==> config.mk <==
export PLATFORM = sky130hd
export DESIGN_NAME = acl_entry_matcher
export DESIGN_NICKNAME = d
export VERILOG_FILES = /design/src/acl_match_pkg.sv /design/src/entry_compare.sv /design/src/acl_entry_matcher.sv
export VERILOG_INCLUDE_DIRS = /design/src /design/src/src
export SDC_FILE = /design/constraint.sdc
export NUM_CORES = 1
export LEC_CHECK = 0
export BUFFER_PORTS_ARGS = -buffer_cell sky130_fd_sc_hd__buf_2
export CORE_ASPECT_RATIO = 0.6
export CORE_MARGIN = 1
export CORE_UTILIZATION = 50
export CTS_BUF_LIST = sky130_fd_sc_hd__clkbuf_8
export CTS_CLUSTER_SIZE = 8
export DETAILED_ROUTE_END_ITERATION = 16
export PLACE_DENSITY = 0.78
export SLEW_MARGIN = 20
export SYNTH_ARGS = -nofsm -noshare
export SYNTH_HDL_FRONTEND = slang
export SYNTH_SLANG_ARGS = --single-unit
==> constraint.sdc <==
create_clock -name clk -period 2.9 [get_ports clk]
set_input_delay 0.29 -clock clk [delete_from_list [all_inputs] [get_ports clk]]
set_output_delay 0.29 -clock clk [all_outputs]
set_load 0.01 [all_outputs]
==> src/acl_match_defines.svh <==
/*
 * Named constants for the access control entry matcher.
 * Assumes inclusion by bare name from the design files.
 */
`ifndef ACL_MATCH_DEFINES_SVH
`define ACL_MATCH_DEFINES_SVH

// ----------------------------------------------------------------
// register byte offsets
// ----------------------------------------------------------------
`define OFS_CTRL 12'h000
`define OFS_NH_VAL 12'h004
`define OFS_SRC_VAL 12'h008
`define OFS_SRC_MASK 12'h00C
`define OFS_ICMP 12'h010
`define OFS_STATUS 12'h014
`define OFS_HITS 12'h018

// ----------------------------------------------------------------
// control field positions and register reset values
// ----------------------------------------------------------------
`define CTRL_NH_LSB 0
`define CTRL_SRC_BIT 3
`define CTRL_HOP_LSB 4
`define CTRL_TYPE_BIT 6
`define CTRL_CODE_BIT 7
`define CTRL_ENABLE_BIT 8
`define CTRL_RESET 32'h0000_0000
`define NH_VAL_RESET 8'h00
`define SRC_VAL_RESET 32'h0000_0000
`define SRC_MASK_RESET 32'h0000_0000
`define ICMP_RESET 16'h0000

// ----------------------------------------------------------------
// protocol numbers and icmp field positions
// ----------------------------------------------------------------
`define PROTO_ICMPV6 8'h3A
`define PROTO_UDP 8'h11
`define PROTO_TCP 8'h06
`define ICMP_TYPE_LSB 0
`define ICMP_CODE_LSB 8

`endif

==> src/acl_match_pkg.sv <==
/*
 * Types for the access control entry matcher.
 * Assumes nothing of its surroundings.
 */
package acl_match_pkg;
    typedef enum logic [2:0] {
        NH_ANY = 3'h0,
        NH_SPECIFIC = 3'h1,
        NH_ICMP = 3'h2,
        NH_UDP = 3'h3,
        NH_TCP = 3'h4
    } next_header_mode_t;

    typedef enum logic [1:0] {
        HOP_ANY = 2'h0,
        HOP_ZERO = 2'h1,
        HOP_NONZERO = 2'h2
    } hop_mode_t;

    typedef enum logic [2:0] {
        ST_IDLE = 3'b001,
        ST_EVAL = 3'b010,
        ST_DONE = 3'b100
    } match_state_t;
endpackage : acl_match_pkg

==> src/entry_compare.sv <==
/*
 * Combinational compare of one frame header against one entry.
 * Assumes frame fields and settings stable while read.
 */
`timescale 1ns/10ps
`include "acl_match_defines.svh"

module entry_compare
    import acl_match_pkg::*;
#(
    parameter int ADDR_BITS = 32
) (
    // entry settings
    input wire next_header_mode_t nh_mode,
    input wire logic [7:0] nh_value,
    input wire logic source_address_criterion,
    input wire logic [ADDR_BITS-1:0] source_address_value,
    input wire logic [ADDR_BITS-1:0] source_address_mask,
    input wire hop_mode_t hop_mode,
    input wire logic type_specific,
    input wire logic [7:0] type_value,
    input wire logic code_specific,
    input wire logic [7:0] code_value,
    // frame fields
    input wire logic [7:0] frm_next_header,
    input wire logic [ADDR_BITS-1:0] frm_src_low,
    input wire logic [7:0] frm_hop_limit,
    input wire logic [7:0] frm_icmp_type,
    input wire logic [7:0] frm_icmp_code,
    // result
    output logic hit
);
    initial begin
        if (ADDR_BITS != 32) $error("entry_compare: ADDR_BITS must be 32");
    end

    function automatic logic field_ok(input logic specific, input logic [7:0] want,
                                      input logic [7:0] got);
        field_ok = !specific || (want == got);
    endfunction : field_ok

    logic nh_ok;
    logic src_ok;
    logic hop_ok;
    logic icmp_ok;

    always_comb begin
        nh_ok = 1'b1;
        icmp_ok = 1'b1;
        unique case (nh_mode)
            NH_ANY: nh_ok = 1'b1;
            NH_SPECIFIC: nh_ok = (frm_next_header == nh_value);
            NH_ICMP: begin
                nh_ok = (frm_next_header == `PROTO_ICMPV6);
                icmp_ok = field_ok(type_specific, type_value, frm_icmp_type)
                    && field_ok(code_specific, code_value, frm_icmp_code);
            end
            NH_UDP: nh_ok = (frm_next_header == `PROTO_UDP);
            NH_TCP: nh_ok = (frm_next_header == `PROTO_TCP);
            default: nh_ok = 1'b0;
        endcase
    end

    // only the low word of the source address is seen here
    assign src_ok = !source_address_criterion
        || ((frm_src_low & source_address_mask)
            == (source_address_value & source_address_mask));

    always_comb begin
        unique case (hop_mode)
            HOP_ANY: hop_ok = 1'b1;
            HOP_ZERO: hop_ok = (frm_hop_limit == 8'h00);
            HOP_NONZERO: hop_ok = (frm_hop_limit != 8'h00);
            default: hop_ok = 1'b0;
        endcase
    end

    assign hit = nh_ok && src_ok && hop_ok && icmp_ok;
endmodule : entry_compare

==> src/acl_entry_matcher.sv <==
/*
 * One IPv6 access control entry with APB settings and a frame port.
 * Assumes one clock, synchronous reset, frame fields from core logic.
 */
`timescale 1ns/10ps
`include "acl_match_defines.svh"

module acl_entry_matcher
    import acl_match_pkg::*;
#(
    parameter int ADDR_BITS = 32,
    parameter int HIT_BITS = 32
) (
    // clock and reset
    input wire logic clk,
    input wire logic reset_n,
    // apb slave
    input wire logic psel,
    input wire logic penable,
    input wire logic pwrite,
    input wire logic [11:0] paddr,
    input wire logic [31:0] pwdata,
    output logic [31:0] prdata,
    output logic pready,
    output logic pslverr,
    // ingress frame header
    input wire logic frm_valid,
    input wire logic [7:0] frm_next_header,
    input wire logic [127:0] frm_src_addr,
    input wire logic [7:0] frm_hop_limit,
    input wire logic [7:0] frm_icmp_type,
    input wire logic [7:0] frm_icmp_code,
    // match result
    output logic result_valid,
    output logic result_hit
);
    initial begin
        if (ADDR_BITS != 32) $error("acl_entry_matcher: ADDR_BITS must be 32");
        if (HIT_BITS < 1 || HIT_BITS > 32) $error("acl_entry_matcher: bad HIT_BITS");
    end

    // ----------------------------------------------------------------
    // settings registers
    // ----------------------------------------------------------------
    logic [31:0] ctrl_reg;
    logic [7:0] nh_value_reg;
    logic [ADDR_BITS-1:0] src_value_reg;
    logic [ADDR_BITS-1:0] src_mask_reg;
    logic [15:0] icmp_reg;
    logic [HIT_BITS-1:0] hits_reg;
    logic [HIT_BITS-1:0] hits_next;
    logic last_hit_reg;

    // ----------------------------------------------------------------
    // bus decode and response
    // ----------------------------------------------------------------
    logic wr_access;
    logic rd_access;
    logic addr_known;

    function automatic logic is_mapped(input logic [11:0] a);
        is_mapped = (a == `OFS_CTRL) || (a == `OFS_NH_VAL) || (a == `OFS_SRC_VAL)
            || (a == `OFS_SRC_MASK) || (a == `OFS_ICMP) || (a == `OFS_STATUS)
            || (a == `OFS_HITS);
    endfunction : is_mapped

    assign addr_known = is_mapped(paddr);
    assign wr_access = psel && penable && pwrite && addr_known;
    assign rd_access = psel && !pwrite;
    // zero wait states: every access ends in its first access cycle
    assign pready = 1'b1;
    assign pslverr = psel && penable && !addr_known;

    // ----------------------------------------------------------------
    // write strobes, one per writable register
    // ----------------------------------------------------------------
    logic wr_ctrl;
    logic wr_nh_value;
    logic wr_src_value;
    logic wr_src_mask;
    logic wr_icmp;

    // status and hit counter are read-only: no strobe
    assign wr_ctrl = wr_access && (paddr == `OFS_CTRL);
    assign wr_nh_value = wr_access && (paddr == `OFS_NH_VAL);
    assign wr_src_value = wr_access && (paddr == `OFS_SRC_VAL);
    assign wr_src_mask = wr_access && (paddr == `OFS_SRC_MASK);
    assign wr_icmp = wr_access && (paddr == `OFS_ICMP);

    always_ff @(posedge clk) begin
        if (!reset_n) begin
            ctrl_reg <= `CTRL_RESET;
        end else if (wr_ctrl) begin
            ctrl_reg <= pwdata;
        end
    end

    always_ff @(posedge clk) begin
        if (!reset_n) begin
            nh_value_reg <= `NH_VAL_RESET;
        end else if (wr_nh_value) begin
            nh_value_reg <= pwdata[7:0];
        end
    end

    always_ff @(posedge clk) begin
        if (!reset_n) begin
            src_value_reg <= ADDR_BITS'(`SRC_VAL_RESET);
        end else if (wr_src_value) begin
            src_value_reg <= pwdata[ADDR_BITS-1:0];
        end
    end

    always_ff @(posedge clk) begin
        if (!reset_n) begin
            src_mask_reg <= ADDR_BITS'(`SRC_MASK_RESET);
        end else if (wr_src_mask) begin
            src_mask_reg <= pwdata[ADDR_BITS-1:0];
        end
    end

    always_ff @(posedge clk) begin
        if (!reset_n) begin
            icmp_reg <= `ICMP_RESET;
        end else if (wr_icmp) begin
            icmp_reg <= pwdata[15:0];
        end
    end

    // ----------------------------------------------------------------
    // read data
    // ----------------------------------------------------------------
    logic [31:0] rd_word;

    always_comb begin
        unique case (paddr)
            `OFS_CTRL: rd_word = ctrl_reg;
            `OFS_NH_VAL: rd_word = {24'h00_0000, nh_value_reg};
            `OFS_SRC_VAL: rd_word = src_value_reg;
            `OFS_SRC_MASK: rd_word = src_mask_reg;
            `OFS_ICMP: rd_word = {16'h0000, icmp_reg};
            `OFS_STATUS: rd_word = {31'h0000_0000, last_hit_reg};
            `OFS_HITS: rd_word = 32'(hits_reg);
            default: rd_word = 32'h0000_0000;
        endcase
    end

    // loaded at setup so it stands through the access phase
    always_ff @(posedge clk) begin
        if (!reset_n) begin
            prdata <= 32'h0000_0000;
        end else if (rd_access && !penable) begin
            prdata <= rd_word;
        end
    end

    // ----------------------------------------------------------------
    // decoded settings
    // ----------------------------------------------------------------
    next_header_mode_t nh_mode;
    hop_mode_t hop_mode;
    logic entry_enable;

    // unused codes of both fields fall back to any
    always_comb begin
        unique case (ctrl_reg[`CTRL_NH_LSB +: 3])
            3'h1: nh_mode = NH_SPECIFIC;
            3'h2: nh_mode = NH_ICMP;
            3'h3: nh_mode = NH_UDP;
            3'h4: nh_mode = NH_TCP;
            default: nh_mode = NH_ANY;
        endcase
        unique case (ctrl_reg[`CTRL_HOP_LSB +: 2])
            2'h1: hop_mode = HOP_ZERO;
            2'h2: hop_mode = HOP_NONZERO;
            default: hop_mode = HOP_ANY;
        endcase
    end
    assign entry_enable = ctrl_reg[`CTRL_ENABLE_BIT];

    // ----------------------------------------------------------------
    // frame capture and compare
    // ----------------------------------------------------------------
    logic [7:0] cap_nh_reg;
    logic [ADDR_BITS-1:0] cap_src_reg;
    logic [7:0] cap_hop_reg;
    logic [7:0] cap_type_reg;
    logic [7:0] cap_code_reg;
    logic cmp_hit;
    match_state_t state_reg;
    logic frm_take;

    // a frame refused during eval must not disturb the capture
    assign frm_take = frm_valid && (state_reg != ST_EVAL);

    always_ff @(posedge clk) begin
        if (!reset_n) begin
            cap_nh_reg <= 8'h00;
            cap_src_reg <= '0;
            cap_hop_reg <= 8'h00;
            cap_type_reg <= 8'h00;
            cap_code_reg <= 8'h00;
        end else if (frm_take) begin
            cap_nh_reg <= frm_next_header;
            cap_src_reg <= frm_src_addr[ADDR_BITS-1:0];
            cap_hop_reg <= frm_hop_limit;
            cap_type_reg <= frm_icmp_type;
            cap_code_reg <= frm_icmp_code;
        end
    end

    entry_compare #(
        .ADDR_BITS(ADDR_BITS)
    ) u_compare (
        .nh_mode(nh_mode),
        .nh_value(nh_value_reg),
        .source_address_criterion(ctrl_reg[`CTRL_SRC_BIT]),
        .source_address_value(src_value_reg),
        .source_address_mask(src_mask_reg),
        .hop_mode(hop_mode),
        .type_specific(ctrl_reg[`CTRL_TYPE_BIT]),
        .type_value(icmp_reg[`ICMP_TYPE_LSB +: 8]),
        .code_specific(ctrl_reg[`CTRL_CODE_BIT]),
        .code_value(icmp_reg[`ICMP_CODE_LSB +: 8]),
        .frm_next_header(cap_nh_reg),
        .frm_src_low(cap_src_reg),
        .frm_hop_limit(cap_hop_reg),
        .frm_icmp_type(cap_type_reg),
        .frm_icmp_code(cap_code_reg),
        .hit(cmp_hit)
    );

    // ----------------------------------------------------------------
    // sequencing: capture, evaluate, present
    // ----------------------------------------------------------------
    always_ff @(posedge clk) begin
        if (!reset_n) begin
            state_reg <= ST_IDLE;
        end else begin
            unique case (state_reg)
                ST_IDLE: if (frm_valid) state_reg <= ST_EVAL;
                ST_EVAL: state_reg <= ST_DONE;
                ST_DONE: state_reg <= frm_valid ? ST_EVAL : ST_IDLE;
                default: state_reg <= ST_IDLE;
            endcase
        end
    end

    // hit of the frame under evaluation, gated by the entry enable
    logic eval_hit;

    assign eval_hit = (state_reg == ST_EVAL) && entry_enable && cmp_hit;

    // frames arriving in eval are dropped; one frame per two cycles
    always_ff @(posedge clk) begin
        if (!reset_n) begin
            result_valid <= 1'b0;
            result_hit <= 1'b0;
        end else begin
            result_valid <= (state_reg == ST_EVAL);
            result_hit <= eval_hit;
        end
    end

    // ----------------------------------------------------------------
    // statistics
    // ----------------------------------------------------------------
    assign hits_next = hits_reg + HIT_BITS'(1);

    // counts every hit of the entry, wraps at the top
    always_ff @(posedge clk) begin
        if (!reset_n) begin
            hits_reg <= '0;
        end else if (eval_hit) begin
            hits_reg <= hits_next;
        end
    end

    // outcome of the most recent frame, hit or miss
    always_ff @(posedge clk) begin
        if (!reset_n) begin
            last_hit_reg <= 1'b0;
        end else if (state_reg == ST_EVAL) begin
            last_hit_reg <= eval_hit;
        end
    end
endmodule : acl_entry_matcher

==> results.toml, run 1 <==
[worst_setup_path]
cp.arrival_ns = 3.25
critPathRequiredTime_ns = 3.35
reg2reg_from = "cap_src_reg[12]"
crit_fanout = 30
critical_path.startpoint_type = "flop"
crit_type = "flop to flop"
cp-end-kind = "flop"
r2r_end = "hits_reg[8]"
r2r_cells = 8
rrSetupSlack_ns = 0.11

[pwr]
max-vdd-ir-drop_v = 0.000319
p_sw_mw = 1.73
cellInternalPower_mw = 5.04
power_mw = 6.77
power_density_nw_per_um2 = 496
pwr-share-seq_pct = 53.7
leakage_nw = 5.14
switching_share_pct = 25.5
comb_power_share_pct = 7.9
p_clk_share_pct = 38.5

[logic_synthesis]
synth_ff_type = "dfxtp_1"
syn_area_sq_um = 11300
synth_edf_count = 0
async_flop_share_pct = 0
syn_nets = 1621
synth_top_area_share_pct = 44.9
synth-seq-area-share_pct = 44.9
synth_cells = 1410
syn_area_per_cell_sq_um = 8.03
yosysTopAreaCell = "dfxtp_1"
ys_warn_count = 0
ys_top_cells_by_area = "dfxtp_1 (45%), nand2_1 (13%), a21oi_1 (10%)"
yosys-top-cells-count = "nand2_1 (380), dfxtp_1 (254), a21oi_1 (237), clkbuf_1 (70), o21ai_0 (47)"
yosysUniqueCellTypes = 63
synth_most_common_cell = "nand2_1"
ys_seq_elements = 254

[clock_network]
cts_tree = "yes"
clk_latency_ns = 0.56
clock_sinks = 254
h-tree-depth = 2
clock_path_buffers = 3
path_clk_slew_ns = 0.06
cts_buffers = 38
cts-root-buf = "clkbuf_8"

[sta]
timing.final.hold_violations = 0
max_freq_ghz = 0.358
clock_skew_ns = 0.0388
slew_headroom_pct = 44.6
setup_viol = 0
fin_crit_sh_pct = 96.3
final.setup.tns_ns = 0
tightest_slew_ns = 0.831
fin_crit_ns = 2.79
rsz0062_at_grt = "no"
whs_ns = 0.00992
maxSlewViolCount = 0

[die]
ios = 246
die_area_sq_um = 23300
core_sq_um = 22100
initial_core_util_pct = 51.1
die_h_um = 119
fp-row-count = 42
die_x_um = 196

[hold_path]
hold_path_class = "input pin to flop"
hold_end = "src_value_reg[26]"
min_from = "pwdata[26]"
min_path_cells = 3

[final_layout]
multi_input_area_sq_um = 5720
drive_gt1_share_pct = 15.9
seqCellArea_sq_um = 5080
syn2layout_area_growth_pct = 20.5
fill_cells = 1931
fin_nets = 1807
post-route-util_pct = 61.6

[route]
wirelength_um = 37300
viasPerCell = 6.02
drt_iter0_drc = 1592
drc = 0
dr.pass1.iters = 8
wl_per_cell_um = 19.5
routed-via-count = 11533
ant_nets = 0

[run]
drv_cap = 0

[run_status]
status = "completed"

[place]
port-buffer-count = 148
dp_hpwl_um = 25500
place_congestion = 0.952

[grt]
grt_pass1_vias = 10551
antenna_found_initial = 2
grt_pass1_wl_um = 57800
grt_overflow = 0
grt_start_max_net_pins = 101
track_usage_pct = 31.8
-- power groups by stage --
| stage | Combinational [mW] | Clock [mW] | Sequential, mW |
|---|---|---|---|
| after floorplan | 0.240 | 0 | 3.69 |
| after global placement | 0.440 | 0 | 3.70 |
| after detailed placement | 0.449 | 0 | 3.71 |
| after CTS | 0.519 | 2.60 | 3.63 |
| after global routing | 0.578 | 2.77 | 3.64 |
| final | 0.532 | 2.60 | 3.63 |
-- worst max path at each step --
stage | slack [ns] | cells after the start | to | startpoint
5_1_grt | 0.02 | 8 | hits_reg[15] | ctrl_reg[2]
3_5_place_dp | 0.04 | 9 | prdata[9] | paddr[10]
4_1_cts | 0.12 | 8 | hits_reg[16] | ctrl_reg[2]
3_3_place_gp | 0.08 | 9 | prdata[9] | paddr[10]
2_1_floorplan | 0.54 | 9 | nh_value_reg[7] | paddr[10]
6_report | 0.11 | 8 | hits_reg[8] | cap_src_reg[12]
-- through the flow --
| stage | cells | setup slack, ns | instance area (sq um) |
|---|---|---|---|
| final | 1915 | 0.106 | 13600 |
| after floorplan | 1410 | 0.538 | 11300 |
| after CTS | 1914 | 0.117 | 13600 |
| after global routing | 1914 | 0.0201 | 13600 |
| after global placement | 1798 | 0.0828 | 12400 |
| after detailed placement | 1798 | 0.0419 | 12400 |
-- critical path, stage by stage (launching register included) --
cell and delay, ns:
dfxtp_1 0.51, xor2_1 0.12, a22oi_1 0.53, nand4_1 0.23, nor4_1 0.31, o21ai_1 0.09, buf_4 0.23, or4_1 0.50
a21oi_1 0.15
-- timing repair --
item                       CTS  global route
hold endpoints to repair    71             0
setup endpoints to repair    0             1
gates resized for setup      0             2
setup buffers                0             0
hold buffers                66             0
-- logic make-up after synthesis --
group,count (synthesis),synth area share [%]
XOR/XNOR,51,3.95
multiplexers,23,2.06
buffers and inverters,121,4.95
adder cells (fa/ha/maj),1,0.111
other,1,0.0331
AND/OR/NAND/NOR,556,22.5
flip-flops,254,44.9
AO/OA/AOI/OAI,403,21.5
-- cells in the final DEF, fill, tap and decap left out, types with 33 or more instances in the layout --
cell           count
dfxtp_1          254
nor2_1            35
nand2_1          380
buf_4             38
o21ai_0           47
dlygate4sd3_1     66
clkbuf_8          40
xor2_1            33
buf_2            148
a21oi_1          237
-- routing by layer --
layer  wire [um]  vias up  track usage, %  part of all wire [%]
li1            -     5325               -                     -
met1       16200     5429            46.5                    43
met2       15500      702            45.5                    41
met3        4860       75            8.28                    13
met4         799        2            9.08                   2.1
met5          13        -               0                 0.035
-- final cells by class --
cell class	instances	share of cell area [%]
Sequential cell	254	37.3
Multi-Input combinational cell	1035	41.9
Inverter	9	0.284
Clock inverter	10	0.358
Antenna cell	1	0.0184
Tap cell	308	2.83
Clock buffer	40	4.04
Timing Repair Buffer	258	13.3
(Power assumes the default switching activity.)
==> run 2: changes to the inputs <==
Clock period 2.9 ns to 2.6 ns, I/O delays scaled along.
==> results.toml, run 2 (synthesis gave the netlist of run 1 again) <==
[sta]
fin_crit_ns = 2.55
whs_ns = 0.00986
setup_viol = 0
final.setup.tns_ns = 0
max_freq_ghz = 0.393
clock_skew_ns = 0.0423
slew_headroom_pct = 46.1
tightest_slew_ns = 0.808
maxSlewViolCount = 0
worst_slack_ns = 0.0529
timing.final.hold_violations = 0
fin_crit_sh_pct = 98.0
rsz0062_at_grt = "yes"

[final_layout]
final_cell_mix = "nand2_1 (380), dfxtp_1 (250), a21oi_1 (234), buf_2 (148), dlygate4sd3_1 (78)"
seqCellArea_sq_um = 5090
drive_gt1_share_pct = 18.6
diodes = 0
fill_cells = 1814
layout_commonest_cell = "nand2_1"
fin_nets = 1844
finalNonFillerCells = 1949
finalInstanceArea_sq_um = 14200
syn2layout_area_growth_pct = 25.5
multi_input_area_sq_um = 5840

[grt]
grt_overflow = 0
grt_pass1_wl_um = 59100
grt_start_max_net_pins = 79
antenna_found_initial = 1
grt_pass1_vias = 10790
track_usage_pct = 32.6

[place]
dp_cells = 1819
place_congestion = 0.928
port-buffer-count = 148
dp_slack_ns = 0.0107
place_area_sq_um = 12600
dp_hpwl_um = 26100

[clock_network]
clock_sinks = 254
path_clk_slew_ns = 0.06
cts-root-buf = "clkbuf_8"
h-tree-depth = 2
cts_buffers = 38
cts_tree = "yes"
clock_path_buffers = 3
clk_latency_ns = 0.55

[worst_setup_path]
crit_type = "flop to flop"
reg2reg_from = "ctrl_reg[1]"
critical_path.startpoint_type = "flop"
crit_fanout = 7
critPathLaunch = "ctrl_reg[1]"
critPathRequiredTime_ns = 3.04
cp-end-kind = "flop"
cp.arrival_ns = 2.99

[route]
dr.pass1.iters = 9
drt_iter0_drc = 1628
ant_nets = 0
routed-via-count = 11702
drc = 0
wirelength_um = 38700
viasPerCell = 6.00
wl_per_cell_um = 19.9

[die]
die_area_sq_um = 23300
fp-row-count = 42
initial_core_util_pct = 51.1
die_x_um = 196
core_sq_um = 22100
ios = 246
die_h_um = 119

[run]
drv_cap = 0

[pwr]
leakage_nw = 5.35
power_density_nw_per_um2 = 533
max-vdd-ir-drop_v = 0.000360

[hold_path]
min_from = "pwdata[1]"
hold_path_class = "input pin to flop"

[run_status]
status = "completed"
run 2: area by class of cell:
| cell class | instances | area share [%] |
|---|---|---|
| Clock buffer | 40 | 3.88 |
| Multi-Input combinational cell | 1035 | 41.1 |
| Sequential cell | 254 | 35.9 |
| Tap cell | 308 | 2.71 |
| Inverter | 9 | 0.273 |
| Clock inverter | 8 | 0.326 |
| Timing Repair Buffer | 295 | 15.8 |
run 2: critical path: stages (launching register included):
cell	delay, ns
dfxtp_4	0.38
nor2b_4	0.13
or4_4	0.42
a211oi_2	0.18
o32a_1	0.25
a31oi_4	0.19
clkbuf_16	0.23
or4_1	0.50
a21oi_1	0.14
run 2: report_power, final:
part           leakage (nW)  switching (mW)  internal, mW
combinational          2.96           0.343         0.276
clock                 0.327            1.52          1.39
sequential             2.06          0.0758          3.97
run 2: worst paths after layout:
path,to,slack [ns],depth (start not counted)
max,hits_reg[18],0.05,8
min,ctrl_reg[1],0.01,3
max reg2reg,hits_reg[18],0.05,8
min reg2reg,state_reg[1],0.44,1
run 2: metal layers:
metal	up-vias	global-route usage, %	routed length [um]
met3	77	11.1	5440
met1	5500	46.7	16300
met5	-	0	0
met4	0	8.01	894
li1	5395	-	-
met2	730	46.4	16100
run 2: repair_timing:
| action | 4_1_cts | 5_1_grt |
|---|---|---|
| endpoints found under the setup margin | 11 | 33 |
| endpoints found under the hold margin | 98 | 1 |
| gates cloned | 0 | 3 |
| resized for setup | 1 | 38 |
| setup buffers | 0 | 1 |
| pin swaps | 0 | 15 |
| hold buffers | 77 | 1 |
run 2: metrics by stage:
step	total power, mW	util, %
2_1_floorplan	4.38	-
3_3_place_gp	4.63	56.9
3_5_place_dp	4.64	56.9
4_1_cts	7.55	63.1
5_1_grt	7.82	64.2
6_report	7.57	64.2
